===== src/design/odt_pkg.sv =====
/*
 * shared constants, register layouts and carrier types of the termination control.
 * assumes one core clock and a plain register port with word addresses.
 */
package odt_pkg;
    // ==========================================================
    // register word addresses
    localparam logic [3:0]  REG_LATENCY = 4'h0;           // cl, cwl, al, pl
    localparam logic [3:0]  REG_MODE    = 4'h1;           // preamble, crc, burst, dll
    localparam logic [3:0]  REG_RTT     = 4'h2;           // nom, park, wr codes
    localparam logic [3:0]  REG_STATUS  = 4'h3;           // live selection, read only
    // writable bits of each word, reserved bits read as zero
    localparam logic [31:0] LAT_MASK    = 32'h0F3F_3F3F;
    localparam logic [31:0] MODE_MASK   = 32'h0000_001F;
    localparam logic [31:0] RTT_MASK    = 32'h0000_0377;
    // reset values: cl 11, cwl 9, no al or pl, dll locked, 1tck, bl8
    localparam logic [31:0] LAT_RST     = 32'h0000_090B;
    localparam logic [31:0] MODE_RST    = 32'h0000_0010;
    localparam logic [31:0] RTT_RST     = 32'h0000_0000;
    // ==========================================================
    // field layouts, lsb last
    typedef struct packed {
        logic [3:0] rsv3;  logic [3:0] pl;
        logic [1:0] rsv2;  logic [5:0] al;
        logic [1:0] rsv1;  logic [5:0] cwl;
        logic [1:0] rsv0;  logic [5:0] cl;
    } lat_reg_t;
    typedef struct packed {
        logic [26:0] rsv;
        logic        dll_locked;                           // dll on and locked
        logic [1:0]  burst;                                // burst mode choice
        logic        crc;                                  // write crc enabled
        logic        pre2;                                 // 2tck preamble
    } mode_reg_t;
    typedef struct packed {
        logic [21:0] rsv2; logic [1:0] wr;
        logic        rsv1; logic [2:0] park;
        logic        rsv0; logic [2:0] nom;
    } rtt_reg_t;
    // ==========================================================
    // burst modes
    localparam logic [1:0]  BURST_BL8   = 2'b00;
    localparam logic [1:0]  BURST_OTF   = 2'b01;
    localparam logic [1:0]  BURST_BC4   = 2'b10;
    // termination selection
    typedef enum logic [1:0] {
        SEL_PARK = 2'b00, SEL_NOM = 2'b01, SEL_WR = 2'b10, SEL_OFF = 2'b11
    } rtt_sel_t;
    // command carrier from the command decoder
    typedef struct packed {
        logic wr;                                          // any write variant
        logic rd;                                          // any read variant
        logic bc4;                                         // on the fly chop choice
    } dram_cmd_t;
    // ==========================================================
    // timing counts in clocks
    localparam logic [6:0]  TRIM_1TCK   = 7'h02;           // latency trim, 1tck
    localparam logic [6:0]  TRIM_2TCK   = 7'h03;           // latency trim, 2tck
    localparam logic [3:0]  RD_ON4_1T   = 4'h4;
    localparam logic [3:0]  RD_ON4_2T   = 4'h5;
    localparam logic [3:0]  RD_ON8_1T   = 4'h6;
    localparam logic [3:0]  RD_ON8_2T   = 4'h7;
    localparam logic [3:0]  WR4_1T      = 4'h4;
    localparam logic [3:0]  WR4_1T_CRC  = 4'h7;
    localparam logic [3:0]  WR4_2T      = 4'h5;
    localparam logic [3:0]  WR4_2T_CRC  = 4'h8;
    localparam logic [3:0]  WR8_1T      = 4'h6;
    localparam logic [3:0]  WR8_1T_CRC  = 4'h7;
    localparam logic [3:0]  WR8_2T      = 4'h7;
    localparam logic [3:0]  WR8_2T_CRC  = 4'h8;
    localparam int          SYNC_LAG    = 2;               // pin to history lag, two sync flops
endpackage : odt_pkg


===== src/design/odt_ctrl.sv =====
/*
 * synchronous and dynamic on-die termination selection of the dram.
 * assumes commands from the decoder on core_clk and the odt pin from outside.
 */
// Our own choices: the register addresses and the address-and-strobe port.
// Function
// - synchronous timing while dll locked
// - same timing in active, idle, power down
// - nominal on/off at wl-2 with 1tck
// - 2tck preamble latencies are wl-3
// - al and pl enter every latency
// - read turns termination off cl+al+pl-2/3
// - chop4 read back to park or nom after +4/+5
// - bl8 read back to park or nom after +6/+7
// - no termination while driving read data
// - dynamic mode when either wr bit set and the dll locked
// - nom, park, wr codes from registers
// - park while odt low, nom while high
// - write termination at wl-2 or wl-3
// - burst mode picks chop4 or bl8 end
// - chop4 write lasts 4,7,5,8 clocks
// - bl8 write lasts 6,7,7,8 clocks
`timescale 1ns/1ns
module odt_ctrl #(
    parameter int MAX_LAT = 64                             // longest latency held
) (
    input  wire logic              core_clk,
    input  wire logic              sys_rst,
    input  wire logic              ce,
    input  wire logic              odt_pin,                // asynchronous pin
    input  wire odt_pkg::dram_cmd_t cmd,
    input  wire logic [3:0]        reg_addr,
    input  wire logic [31:0]       reg_wdata,
    input  wire logic              reg_we,
    input  wire logic              reg_re,
    output      logic [31:0]       reg_rdata,
    output      odt_pkg::rtt_sel_t rtt_sel,
    output      logic [2:0]        rtt_value
);
    import odt_pkg::*;

    // ==========================================================
    // elaboration checks: 7-bit latencies and the tap clamp need this depth range
    if (MAX_LAT < 8 || MAX_LAT > 127) begin : g_bad_depth
        $error("MAX_LAT out of range");
    end

    // ==========================================================
    // helpers
    // latency from base, al and pl less the preamble trim
    // seven bits cannot hold the largest sum of 141, so a sum above 127 wraps before the trim
    function automatic logic [6:0] lat_of(input logic [5:0] base, input logic [5:0] al,
                                          input logic [3:0] pl, input logic pre2);
        logic [6:0] sum;
        sum = {1'b0, base} + {1'b0, al} + {3'b000, pl};
        lat_of = sum - (pre2 ? TRIM_2TCK : TRIM_1TCK);
    endfunction : lat_of

    // history tap for an effect lat clocks after the sampling edge
    function automatic int tap(input logic [6:0] lat, input int lag);
        int t;
        t = int'(lat) - 1 - lag;
        if (t < 0) begin
            t = 0;                                         // too short: earliest tap
        end else if (t > MAX_LAT - 1) begin
            t = MAX_LAT - 1;
        end
        tap = t;
    endfunction : tap

    // write termination length by burst, preamble and crc
    function automatic logic [3:0] wr_len(input logic bc4, input logic pre2,
                                          input logic crc);
        logic [3:0] n;
        n = 4'h0;
        case ({bc4, pre2, crc})
            3'b100:  n = WR4_1T;
            3'b101:  n = WR4_1T_CRC;
            3'b110:  n = WR4_2T;
            3'b111:  n = WR4_2T_CRC;
            3'b000:  n = WR8_1T;
            3'b001:  n = WR8_1T_CRC;
            3'b010:  n = WR8_2T;
            default: n = WR8_2T_CRC;
        endcase
        wr_len = n;
    endfunction : wr_len

    // ==========================================================
    // registers and synchroniser state
    lat_reg_t             lat_q;                           // latency settings
    mode_reg_t            mode_q;                          // mode settings
    rtt_reg_t             rtt_q;                           // termination codes
    logic                 odt_s1;                          // first sync stage
    logic                 odt_s2;                          // second sync stage
    logic [MAX_LAT-1:0]   odt_hist;                        // odt level history
    logic [MAX_LAT-1:0]   wr_hist;                         // write command history
    logic [MAX_LAT-1:0]   wbc4_hist;                       // chop flag of writes
    logic [MAX_LAT-1:0]   rd_hist;                         // read command history
    logic [MAX_LAT-1:0]   rbc4_hist;                       // chop flag of reads
    logic [3:0]           wrc;                             // write window left
    logic [3:0]           rdc;                             // read quiet left
    logic                 nom_q;                           // nominal requested

    logic [31:0]          next_lat, next_mode, next_rtt, next_rdata;
    logic [MAX_LAT-1:0]   next_odt_hist, next_wr_hist, next_wbc4_hist;
    logic [MAX_LAT-1:0]   next_rd_hist, next_rbc4_hist;
    logic [3:0]           next_wrc, next_rdc;
    logic                 next_nom;
    rtt_sel_t             next_sel;
    logic [2:0]           next_value;

    // decoded settings
    logic [6:0]           dodt;                            // direct odt latency
    logic [6:0]           roff;                            // read turn off latency
    logic                 dyn;                             // dynamic mode on
    logic                 cmd_bc4;                         // chop for this command
    logic                 wr_arrive, rd_arrive;            // window starts now
    logic [3:0]           wlen, rlen;

    // ==========================================================
    // latency decode
    always_comb begin
        // write and read latency based, al and pl included, trimmed by preamble
        dodt = lat_of(lat_q.cwl, lat_q.al, lat_q.pl, mode_q.pre2);
        roff = lat_of(lat_q.cl, lat_q.al, lat_q.pl, mode_q.pre2);
        // either wr bit set enables switching; unsupported without the dll
        dyn = (rtt_q.wr != 2'b00) && mode_q.dll_locked;
        // fixed chop, fixed bl8, or the command's own choice
        cmd_bc4 = (mode_q.burst == BURST_BC4) ||
                  ((mode_q.burst == BURST_OTF) && cmd.bc4);
        wr_arrive = dyn && wr_hist[tap(dodt, 0)];
        rd_arrive = rd_hist[tap(roff, 0)];
        // the chop choice travels with the command, so a later mode write cannot bend it
        wlen = wr_len(wbc4_hist[tap(dodt, 0)], mode_q.pre2, mode_q.crc);
        if (rbc4_hist[tap(roff, 0)]) begin
            rlen = mode_q.pre2 ? RD_ON4_2T : RD_ON4_1T;
        end else begin
            rlen = mode_q.pre2 ? RD_ON8_2T : RD_ON8_1T;
        end
    end

    // ==========================================================
    // next state of the termination pipeline
    always_comb begin
        // histories shift one place per clock, newest at bit 0
        // a deeper history costs only flops; the tap picks the age that is due
        next_odt_hist  = {odt_hist[MAX_LAT-2:0], odt_s2};
        next_wr_hist   = {wr_hist[MAX_LAT-2:0], cmd.wr};
        next_wbc4_hist = {wbc4_hist[MAX_LAT-2:0], cmd_bc4};
        next_rd_hist   = {rd_hist[MAX_LAT-2:0], cmd.rd};
        next_rbc4_hist = {rbc4_hist[MAX_LAT-2:0], cmd_bc4};
        // latency path only with a locked dll, in every power state alike;
        // without it the pin is followed straight after the synchroniser
        // odt_s1 makes the sampling edge; the two sync stages before bit 0
        // of the history are the lag taken off the tap, keeping on and off
        // exactly dodt clocks after that edge
        if (mode_q.dll_locked) begin
            next_nom = odt_hist[tap(dodt, SYNC_LAG)];
        end else begin
            next_nom = odt_s2;
        end
        // a new write restarts the window, so overlapping writes extend it
        // the count reaches zero on the edge that hands back to the odt level
        if (wr_arrive) begin
            next_wrc = wlen;
        end else if (wrc != 4'h0) begin
            next_wrc = wrc - 4'h1;
        end else begin
            next_wrc = 4'h0;
        end
        // quiet window while the read burst is driven
        if (rd_arrive) begin
            next_rdc = rlen;
        end else if (rdc != 4'h0) begin
            next_rdc = rdc - 4'h1;
        end else begin
            next_rdc = 4'h0;
        end
        // driving beats everything, write beats odt level
        if (next_rdc != 4'h0) begin
            next_sel   = SEL_OFF;
            next_value = 3'b000;
        end else if (next_wrc != 4'h0) begin
            next_sel   = SEL_WR;
            next_value = {1'b0, rtt_q.wr};
        end else if (next_nom) begin
            next_sel   = SEL_NOM;
            next_value = rtt_q.nom;
        end else begin
            next_sel   = SEL_PARK;
            next_value = rtt_q.park;
        end
    end

    // ==========================================================
    // register port decode, reads answer one clock later
    // settings take effect on the next edge, also for windows in flight
    always_comb begin
        next_lat   = lat_q;
        next_mode  = mode_q;
        next_rtt   = rtt_q;
        next_rdata = 32'h0000_0000;                        // unmapped reads zero
        if (reg_we) begin
            if (reg_addr == REG_LATENCY) begin
                next_lat = reg_wdata & LAT_MASK;
            end else if (reg_addr == REG_MODE) begin
                next_mode = reg_wdata & MODE_MASK;
            end else if (reg_addr == REG_RTT) begin
                next_rtt = reg_wdata & RTT_MASK;
            end
        end
        if (reg_re) begin
            if (reg_addr == REG_LATENCY) begin
                next_rdata = lat_q;
            end else if (reg_addr == REG_MODE) begin
                next_rdata = mode_q;
            end else if (reg_addr == REG_RTT) begin
                next_rdata = rtt_q;
            end else if (reg_addr == REG_STATUS) begin
                next_rdata = {22'h0, rdc != 4'h0, wrc != 4'h0, 3'h0, nom_q, 2'h0, rtt_sel};
            end
        end
    end

    // ==========================================================
    // state registers, frozen while ce is low
    // the synchroniser freezes too, so a held block resumes with its
    // pipeline and pin history intact
    always_ff @(posedge core_clk or posedge sys_rst) begin
        if (sys_rst) begin
            lat_q     <= LAT_RST;
            mode_q    <= MODE_RST;
            rtt_q     <= RTT_RST;
            odt_s1    <= 1'b0;
            odt_s2    <= 1'b0;
            odt_hist  <= '0;
            wr_hist   <= '0;
            wbc4_hist <= '0;
            rd_hist   <= '0;
            rbc4_hist <= '0;
            wrc       <= 4'h0;
            rdc       <= 4'h0;
            nom_q     <= 1'b0;
            rtt_sel   <= SEL_PARK;
            rtt_value <= 3'b000;
            reg_rdata <= 32'h0000_0000;
        end else if (ce) begin
            lat_q     <= next_lat;
            mode_q    <= next_mode;
            rtt_q     <= next_rtt;
            odt_s1    <= odt_pin;
            odt_s2    <= odt_s1;
            odt_hist  <= next_odt_hist;
            wr_hist   <= next_wr_hist;
            wbc4_hist <= next_wbc4_hist;
            rd_hist   <= next_rd_hist;
            rbc4_hist <= next_rbc4_hist;
            wrc       <= next_wrc;
            rdc       <= next_rdc;
            nom_q     <= next_nom;
            rtt_sel   <= next_sel;
            rtt_value <= next_value;
            reg_rdata <= next_rdata;
        end
    end

    // ==========================================================
    // checks
    chk_read_quiet: assert property (@(posedge core_clk) disable iff (sys_rst)
        (rdc != 4'h0) |-> (rtt_sel == SEL_OFF && rtt_value == 3'b000))
        else $error("termination on during read drive");
    chk_write_override: assert property (@(posedge core_clk) disable iff (sys_rst)
        (rdc == 4'h0 && wrc != 4'h0) |-> rtt_sel == SEL_WR)
        else $error("write termination not selected");
    chk_park_low: assert property (@(posedge core_clk) disable iff (sys_rst)
        (rdc == 4'h0 && wrc == 4'h0) |-> (rtt_sel == (nom_q ? SEL_NOM : SEL_PARK)))
        else $error("odt level not followed");
    chk_wr_start: assert property (@(posedge core_clk) disable iff (sys_rst)
        (ce && wr_arrive) |=> (wrc == $past(wlen) && rtt_sel != SEL_PARK))
        else $error("write window did not start");
    chk_rd_start: assert property (@(posedge core_clk) disable iff (sys_rst)
        (ce && rd_arrive) |=> (rdc == $past(rlen) && rdc >= 4'h4))
        else $error("read quiet window did not start");
    chk_dyn_gate: assert property (@(posedge core_clk) disable iff (sys_rst)
        (ce && !dyn && wrc == 4'h0) |=> wrc == 4'h0)
        else $error("write termination without dynamic mode");
    chk_wr_countdown: assert property (@(posedge core_clk) disable iff (sys_rst)
        (ce && !wr_arrive && wrc != 4'h0) |=> wrc == $past(wrc) - 4'h1)
        else $error("write window length wrong");
    // the read quiet window counts down one per clock and then lets go
    chk_rd_countdown: assert property (@(posedge core_clk) disable iff (sys_rst)
        (ce && !rd_arrive && rdc != 4'h0) |=> rdc == $past(rdc) - 4'h1)
        else $error("read quiet length wrong");
    chk_rd_release: assert property (@(posedge core_clk) disable iff (sys_rst)
        (ce && !rd_arrive && rdc == 4'h1) |=> rtt_sel != SEL_OFF)
        else $error("termination not back after read");
    chk_nom_code: assert property (@(posedge core_clk) disable iff (sys_rst)
        ($past(ce) && rtt_sel == SEL_NOM) |-> rtt_value == $past(rtt_q.nom))
        else $error("nominal code mismatch");
endmodule : odt_ctrl


===== config.mk =====
export PLATFORM = sky130hd
export DESIGN_NAME = odt_ctrl
export DESIGN_NICKNAME = d
export VERILOG_FILES = /design/src/design/odt_pkg.sv /design/src/design/odt_ctrl.sv
export SDC_FILE = /design/constraint.sdc
export NUM_CORES = 1
export LEC_CHECK = 0
export BUFFER_PORTS_ARGS = -buffer_cell sky130_fd_sc_hd__buf_2
export CORE_MARGIN = 2
export CORE_UTILIZATION = 51
export DETAILED_ROUTE_END_ITERATION = 16
export GPL_ROUTABILITY_DRIVEN = 0
export PLACE_DENSITY = 0.7
export SLEW_MARGIN = 0
export SYNTH_ARGS = -nofsm -noshare
export SYNTH_HDL_FRONTEND = slang
export SYNTH_SLANG_ARGS = --single-unit

===== constraint.sdc =====
create_clock -name core_clk -period 24.5 [get_ports core_clk]
set_input_delay 1.225 -clock core_clk [delete_from_list [all_inputs] [get_ports core_clk]]
set_output_delay 1.225 -clock core_clk [all_outputs]
set_load 0.02 [all_outputs]

; After elaboration in Yosys (flattened, before gate mapping)
; Index checks and enable logic that the tools add are counted.
[word_totals]
ff_bits = 403
[op_classes]
addsub = 11
order_cmp = 9
n_eq_ne = 10
muxes = 43
n_bitwise = 2
reduce_logical = 15
[ops]
columns = op, n
row1 = $mux W32, 7
row2 = $lt A32 B8 Y1 const B, 3
row3 = $mux W28, 2
row4 = $bmux W1 S6, 5
row5 = $mux W10, 3
row6 = $gt A8 B7 Y1 const B, 2
row7 = $lt A8 B1 Y1 const B, 2
row8 = $mux W4, 4
row9 = $pmux W4 S4, 1
row10 = $reduce_bool A4 Y1, 4
row11 = $sub A7 B1 Y8 const B, 2
row12 = $mux W1, 15
row13 = $add A6 B6 Y7, 2
row14 = $add A7 B4 Y7, 2
row15 = $eq A3 B3 Y1 const B, 3
row16 = $gt A9 B7 Y1 const B, 1
row17 = $lt A9 B1 Y1 const B, 1
row18 = $mux W3, 3
row19 = $sub A8 B3 Y9 const B, 1
row20 = $eq A4 B2 Y1 const B, 2
row21 = $sub A4 B1 Y4 const B, 2
row22 = $sub A7 B2 Y7, 1
row23 = $sub A7 B7 Y7, 1
row24 = $mux W2, 3
row25 = 15 further kinds, 18

; Depth between registers and ports, before layout
; Gate-level depths: netlist of the first run.
[depth]
word_depth = 17
depth_mapped = 25

; Least setup slack after synthesis of the first run
; No wires, ideal clock.
[synth_path]
path_type = reg2reg
from = register lat_q[17] (netlist name)
to = register rtt_value[0]
setup_ns = 0.126
t_arrival_ns = 5.433
path_slack_ns = 18.941
stages_incl_launch_ff = 25
path_buffers = 2
period_less_slack_ns = 5.559
path_cell_list = dfrtp_1 ha_1 inv_1 fa_1 inv_1 ha_1 inv_1 fa_1 xnor2_1 inv_1 ha_1 o211ai_1 or3_1 a31oi_2 or3_1 buf_2 and2_1 buf_4 nor2_1 a2111oi_2 a31oi_1 a211o_1 o221ai_4 mux2i_1 o21ai_1
[synth_via]
elab_chain_cells = 17
[synth_lines]
columns = item, line
row1 = from (decl), odt_ctrl.sv:91  ; lat_reg_t lat_q;
row2 = from (signal assigned), odt_ctrl.sv:249  ; lat_q <= next_lat;
row3 = "parallel branches: the longest is 16 deep, another holds $sub A8 B3 Y9", --
row4 = $mux W3 (*), odt_ctrl.sv:181  ; if (next_rdc != 4'h0) begin
row5 = to (signal assigned), odt_ctrl.sv:263  ; rtt_value <= next_value;
row6 = to (decl), odt_ctrl.sv:38  ; output logic [2:0] rtt_value
; Every way passes the cells marked *. The select of a mux whose other input is x is not followed.
; A chain may end at the register's enable or synchronous reset.

; Worst setup path after layout of the first run
[layout_path]
from = register lat_q[17] (netlist name)
to = register rtt_value[2]
; Same word-level chain as after synthesis.

==> impl_results.md, run 1 <==
- Flops & latches, synth: 330
- Top_reg_cell synth: dfrtp_1
- Fin crit share: 28.8%
- Residual DRC count: 0
- Site Rows: 68
- Initial antenna violation count: 0
- Slowest-stage cell, CP: o21ai_4
- 1st-pass router iterations: 6
- Area grow syn2layout: 10.8%
- H-tree depth: 2
- CTS tree: done
- Worst Hold Class: reg -> reg
- Nets: 1704
- All-Layer GR Usage: 22.5%
- Yosys cell types: 96
- Post-CTS setup buffers: 0
- Routed WL per cell: 19.4 um
- Hold path depth: 1
- Worst-skew pair later-pin latency: 530 ps
- R2R depth: 21
- Post-Route Skew: 17.5 ps
- Post-Place Cells: 2034
- Largest net degree at the start of global routing: 225
- Slowest Stage Delay on Critical Path: 760 ps
- Max frequency: 0.142 GHz
- Share of cells above drive strength 1: 27.6%
- Leading area contributor after synthesis: dfrtp_1
- Routed wl met2: 19.1 mm
- Async SR Flop Fraction: 100%
- Setup TNS: 0 ps
- First-pass GRT wire length: 66.4 mm
- Crit. End Element: flip-flop
- Mapped Area: 17800 sq um
- Critical Path AT: 7480 ps
- CP startpoint kind: flip-flop
- Outcome: completed
- Via count: 12938
- CTS root buf: clkbuf_16
- CP Max Fanout: 33
- Final cell count without fillers: 2100
- EDFF count, synth: 0
- Ant diodes: 0
- Synth Warn #: 0
- Setup Viol. Count Final: 0
- Unrepaired setup endpoints after global routing: false
- Crit Path Class: reg -> reg
- Final worst path period need: 7060 ps
- CP dominant cell by count: inv_1
- Met1 WL: 18.0 mm
- Total wirelength of the detailed-routed design: 40.7 mm
- # IOs: 82
- # fillers: 2902
- Total core area: 34500 sq um
- Clk sinks: 330
- Vias in the first global route: 12712
- Top cell type's share of synthesized area: 45.6%
- Final hold violations: 0
- Starting Density: 51.6%
- Cells taking the most area after synthesis: dfrtp_1, mux2_2, mux2i_1
- Uppermost routed layer: met4
- Slew @ Worst Pin: 1120 ps
- Cells after Synth: 1591
- Number of port buffers: 63
- Via density: 6.16
- Inserted Clock Buffers: 37
- Die Y-Extent: 191 um
- Syn_area_per_cell: 11.2 sq um
- WP data required: 24910 ps
- Seq/Total Area, Yosys: 46.5%
- Die Span X: 191 um
- Max Root-Sink Buffers: 3
- DRT antenna net count: 0
- Max-Cap Viols: 0
- Post-CTS Hold Buffers: 0
- Clock slew at the register clock pins of the worst setup and hold paths: 60 ps
- Fin. max-slew vios: 0
- Total global routing overflow: 0
- Die area: 36400 sq um
- Cts repair resizes: 0
- Hpwl dp: 26.0 mm
- DRT iter0 DRCs: 898
- Slew headroom: 25.4%
- DR WL met3: 2.58 mm
- Critical-path cell list: ha_1 > inv_1 > fa_1 > inv_1 > ha_1 > inv_1 > fa_1 > nand2b_1 > o2bb2ai_4 > xnor2_2 > nor4_4 > o21ai_4 > nand2_2 > a21oi_1 > nor2_1 > o41ai_1 > a41oi_1 > nor4_4 > or4_1 > nand2b_1 > o2bb2ai_1
==> per-layer routing <==
layer	track usage, %	up-vias
li1	-	5962
met1	30.6	6439
met2	36.0	450
met3	3.86	87
met4	8.26	0
met5	0	-
==> kinds of logic after synthesis <==
kind of cell / share of synthesized area (%)
compound gates: 16.1
flops: 46.5
mux: 20.2
simple gates: 8.56
buf+inv: 4.13
fa+ha+maj: 3.31
xor+xnor: 1.27
other cells: 0.0211
==> cells in the mapped netlist, drive strengths merged (15+ instances only) <==
cell    number
dfrtp      324
mux2       267
nand2      136
o21ai       96
inv         77
clkbuf      76
mux2i       58
a21oi       52
nor2        51
a221oi      49
ha          31
nand3       28
buf         25
nor3        25
o211ai      20
a22o        18
a31oi       17
o221ai      15
==> final timing paths <==
| kind | slack, ps | from | to |
|---|---|---|---|
| min in group asynchronous | 930 | sys_rst | rtt_sel[1] |
| worst max-delay path | 17440 | lat_q[17] | rtt_value[2] |
| max in group asynchronous | 22020 | sys_rst | wr_hist[17] |
| worst max register to register | 17440 | lat_q[17] | rtt_value[2] |
| worst min register to register | 490 | lat_q[19] | reg_rdata[19] |
| worst min-delay path | 490 | lat_q[19] | reg_rdata[19] |
==> worst max-delay path: cells and delay by family (launching register included) <==
kind / cells / cell delay [ps]
and+or+nand+nor: 7 / 2270
AOI/OAI and AO/OA: 6 / 1900
adders and majority gates: 4 / 1440
xor gates and xnor gates: 1 / 690
DFF: 1 / 430
buffers and inverters: 3 / 200
==> registers in the layout (all words and copies together) (netlist names), 5 cells and up <==
signal	flops
reg_rdata	23
lat_q	22
rtt_q	8
wr_hist	64
odt_hist	64
mode_q	5
wbc4_hist	64
rd_hist	64
==> cells in the final DEF (no fill, tap or decap), drive strengths merged, types with 6 or more instances in the layout <==
cell,synthesis,layout
ha,31,31
o31ai,6,6
a311oi,6,6
nand4,9,9
o22ai,14,14
a31oi,17,17
o221ai,15,15
buf,25,81
a221o,8,8
nand2,136,136
o2bb2ai,8,8
fa,10,10
a211o,6,6
a22o,18,18
o2111ai,10,10
conb,1,9
xor2,8,8
o211ai,20,20
nand3b,6,6
and2,9,9
o21a,6,6
dfstp,6,6
mux2i,58,58
nor2,51,51
a211oi,13,13
dfrtp,324,324
mux2,267,267
and3,10,10
o21ai,96,96
nor3,25,25
a21oi,52,52
clkbuf,76,57
inv,77,78
a221oi,49,49
or3,9,9
nand2b,7,7
nand3,28,28
xnor2,11,11
==> area by class of cell <==
cell class	instances	area [sq um]	share of cell area [%]
sequential	330	8270	41.9
clock buffer	57	1120	5.70
multi-input combinational	1091	8820	44.8
timing repair buffer	81	485	2.46
clock inverter	9	149	0.755
inverter	77	297	1.50
tap	455	569	2.89
==> stage by stage <==
stage	instance area [sq um]	hold WS (ps)	util, %	worst slack, ps
floorplan	17800	453	-	14150
global placement	18400	469	53.5	17580
detailed placement	18400	472	53.5	17530
CTS	19700	490	57.2	17510
global route	19700	499	57.2	16990
finish	19700	488	57.2	17440
Power of run 1 is left out: the tool's default activity adds up to more than one toggle a clock period on the data nets, which glitch-free logic cannot reach.
==> run 2, diff against run 1 <==
--- a/config.mk
+++ b/config.mk
@@ -5,12 +5,13 @@
 export SDC_FILE = /design/constraint.sdc
 export NUM_CORES = 1
 export LEC_CHECK = 0
+export ABC_AREA = 1
 export BUFFER_PORTS_ARGS = -buffer_cell sky130_fd_sc_hd__buf_2
 export CORE_MARGIN = 2
 export CORE_UTILIZATION = 51
 export DETAILED_ROUTE_END_ITERATION = 16
 export GPL_ROUTABILITY_DRIVEN = 0
-export PLACE_DENSITY = 0.7
+export PLACE_DENSITY = 0.73
 export SLEW_MARGIN = 0
 export SYNTH_ARGS = -nofsm -noshare
 export SYNTH_HDL_FRONTEND = slang
==> constraint.sdc (replaced) <==
create_clock -name core_clk -period 6 [get_ports core_clk]
set_input_delay 0.3 -clock core_clk [delete_from_list [all_inputs] [get_ports core_clk]]
set_output_delay 0.3 -clock core_clk [all_outputs]
set_load 0.02 [all_outputs]
==> impl_results.md, run 2 <==
- Area grow syn2layout: 10.2%
- Die Span X: 191 um
- WP data required: 6420 ps
- Total core area: 34400 sq um
- Outcome: completed
- Synth Warn #: 0
- H-tree depth: 2
- Routed WL per cell: 15.8 um
- Setup Viol. Count Final: 0
- Worst Hold Class: in -> reg
- Slew headroom: 31.9%
- Final worst path period need: 5430 ps
- Syn_area_per_cell: 7.59 sq um
- CP Max Fanout: 35
- Via density: 5.53
- Post-CTS setup buffers: 0
- Slowest-stage cell, CP: fa_1
- Max Root-Sink Buffers: 3
- Worst-skew pair later-pin latency: 530 ps
- Top_reg_cell synth: dfrtp_1
- Leading cell type by number of instances after synthesis: nand2_1
- Mapped Area: 17700 sq um
- Die area: 36300 sq um
- Slowest Stage Delay on Critical Path: 640 ps
- CP dominant cell by count: nand2_1
- Nets: 2435
- Unrepaired setup endpoints after global routing: false
- DRT iter0 DRCs: 1711
- Flops & latches, synth: 330
- All-Layer GR Usage: 25.3%
- Most frequent cells in the layout: nand2_1, nand3_1, dfrtp_1
- EDFF count, synth: 0
- Total global routing overflow: 0
- Async SR Flop Fraction: 100%
- Via count: 15649
- Largest net degree at the start of global routing: 188
- Max frequency: 0.184 GHz
- Leading area contributor after synthesis: dfrtp_1
- Top cells by count, synth: nand2_1, nand3_1, dfrtp_1
- Max-Cap Viols: 0
- First-pass GRT wire length: 75.1 mm
- Slew @ Worst Pin: 1020 ps
- Crit. End Element: flip-flop
- Total wirelength of the detailed-routed design: 44.6 mm
- CP startpoint kind: flip-flop
- Fin crit share: 90.5%
- Seq/Total Area, Yosys: 46.6%
- Post-Route Skew: 14.3 ps
- DRT antenna net count: 0
- Inserted Clock Buffers: 37
- Clock slew at the register clock pins of the worst setup and hold paths: 60 ps
- Setup TNS: 0 ps
- Fin. max-slew vios: 0
- Crit Path Class: reg -> reg
- Cells after Synth: 2338
- Commonest non-fill, non-tap cell in the layout: nand2_1
- Ant diodes: 0
- Critical Path AT: 5850 ps
- Yosys cell types: 47
- Area of the multi-input gates: 8070 sq um
- Share of cells above drive strength 1: 8.80%
- Hpwl dp: 27.1 mm
- Site Rows: 68
- # fillers: 3132
- Top cell type's share of synthesized area: 45.7%
- CTS tree: done
- 1st-pass router iterations: 6
- Initial antenna violation count: 0
- Final hold violations: 0
- Vias in the first global route: 14891
- Cells taking the most area after synthesis: dfrtp_1, nand2_1, nand3_1
- Die Y-Extent: 191 um
- Register area: 8270 sq um
- # IOs: 82
- Residual DRC count: 0
- Clk sinks: 330
- CTS root buf: clkbuf_16
- Starting Density: 51.6%
- Number of port buffers: 63
==> run 2: final timing paths <==
check	depth (start not counted)	startpoint	endpoint	slack (ps)
setup / recovery	31	lat_q[17]	rtt_value[0]	570
hold / removal	3	reg_wdata[8]	lat_q[8]	10
setup reg to reg	31	lat_q[17]	rtt_value[0]	570
hold reg to reg	2	rd_hist[23]	rd_hist[24]	480
max in group asynchronous	4	sys_rst	wbc4_hist[26]	4530
min in group asynchronous	3	sys_rst	rd_hist[38]	70
==> run 2: what timing repair did <==
| item | 4_1_cts | 5_1_grt |
|---|---|---|
| hold buffers | 6 | 0 |
| gates resized for setup | 0 | 0 |
| hold endpoints to repair | 6 | 0 |
==> run 2: metal layers <==
| layer | global-route usage (%) | wire length (um) |
|---|---|---|
| met5 | 0 | 0 |
| met2 | 40.3 | 20600 |
| met1 | 36.1 | 20100 |
| met4 | 6.83 | 891 |
| met3 | 3.64 | 2980 |
==> run 2: logic make-up (layout without fill, tap and decap cells) <==
group	count (synthesis)	in the layout	share of synthesized area, %
simple gates	1326	1326	31.8
buf+inv	335	363	8.10
flops	330	330	46.6
compound gates	294	294	9.51
fa+ha+maj	41	41	3.31
xor+xnor	9	9	0.529
mux	2	2	0.127
other cells	1	9	0.0211
==> run 2: worst max-delay path: cells and delay by family (launching register included) <==
kind	cells	cell delay [ps]
simple gates	19	2340
fa+ha+maj	4	1560
buf+inv	7	840
flops	1	450
compound gates	1	80
==> run 2: area by class of cell <==
type                            count  share of cell area, %
Sequential cell                   330                   42.3
Multi-Input combinational cell   1681                   41.3
Clock buffer                       50                   5.29
Inverter                          199                   3.90
Timing Repair Buffer              100                   3.35
Tap cell                          455                   2.91
Clock inverter                     14                   1.02
==> run 2: through the flow <==
step                hold WS (ps)  util (%)  cells  area, sq um  setup slack (ps)
floorplan                    417         -   2346        17800              1300
global placement             455      53.1   2759        18300               740
detailed placement           462      53.1   2759        18300               678
CTS                         1.08      56.9   2829        19600               640
global route                19.0      56.9   2829        19600               145
finish                      11.1      56.9   2829        19600               567
Power of run 2 is left out for the same reason.
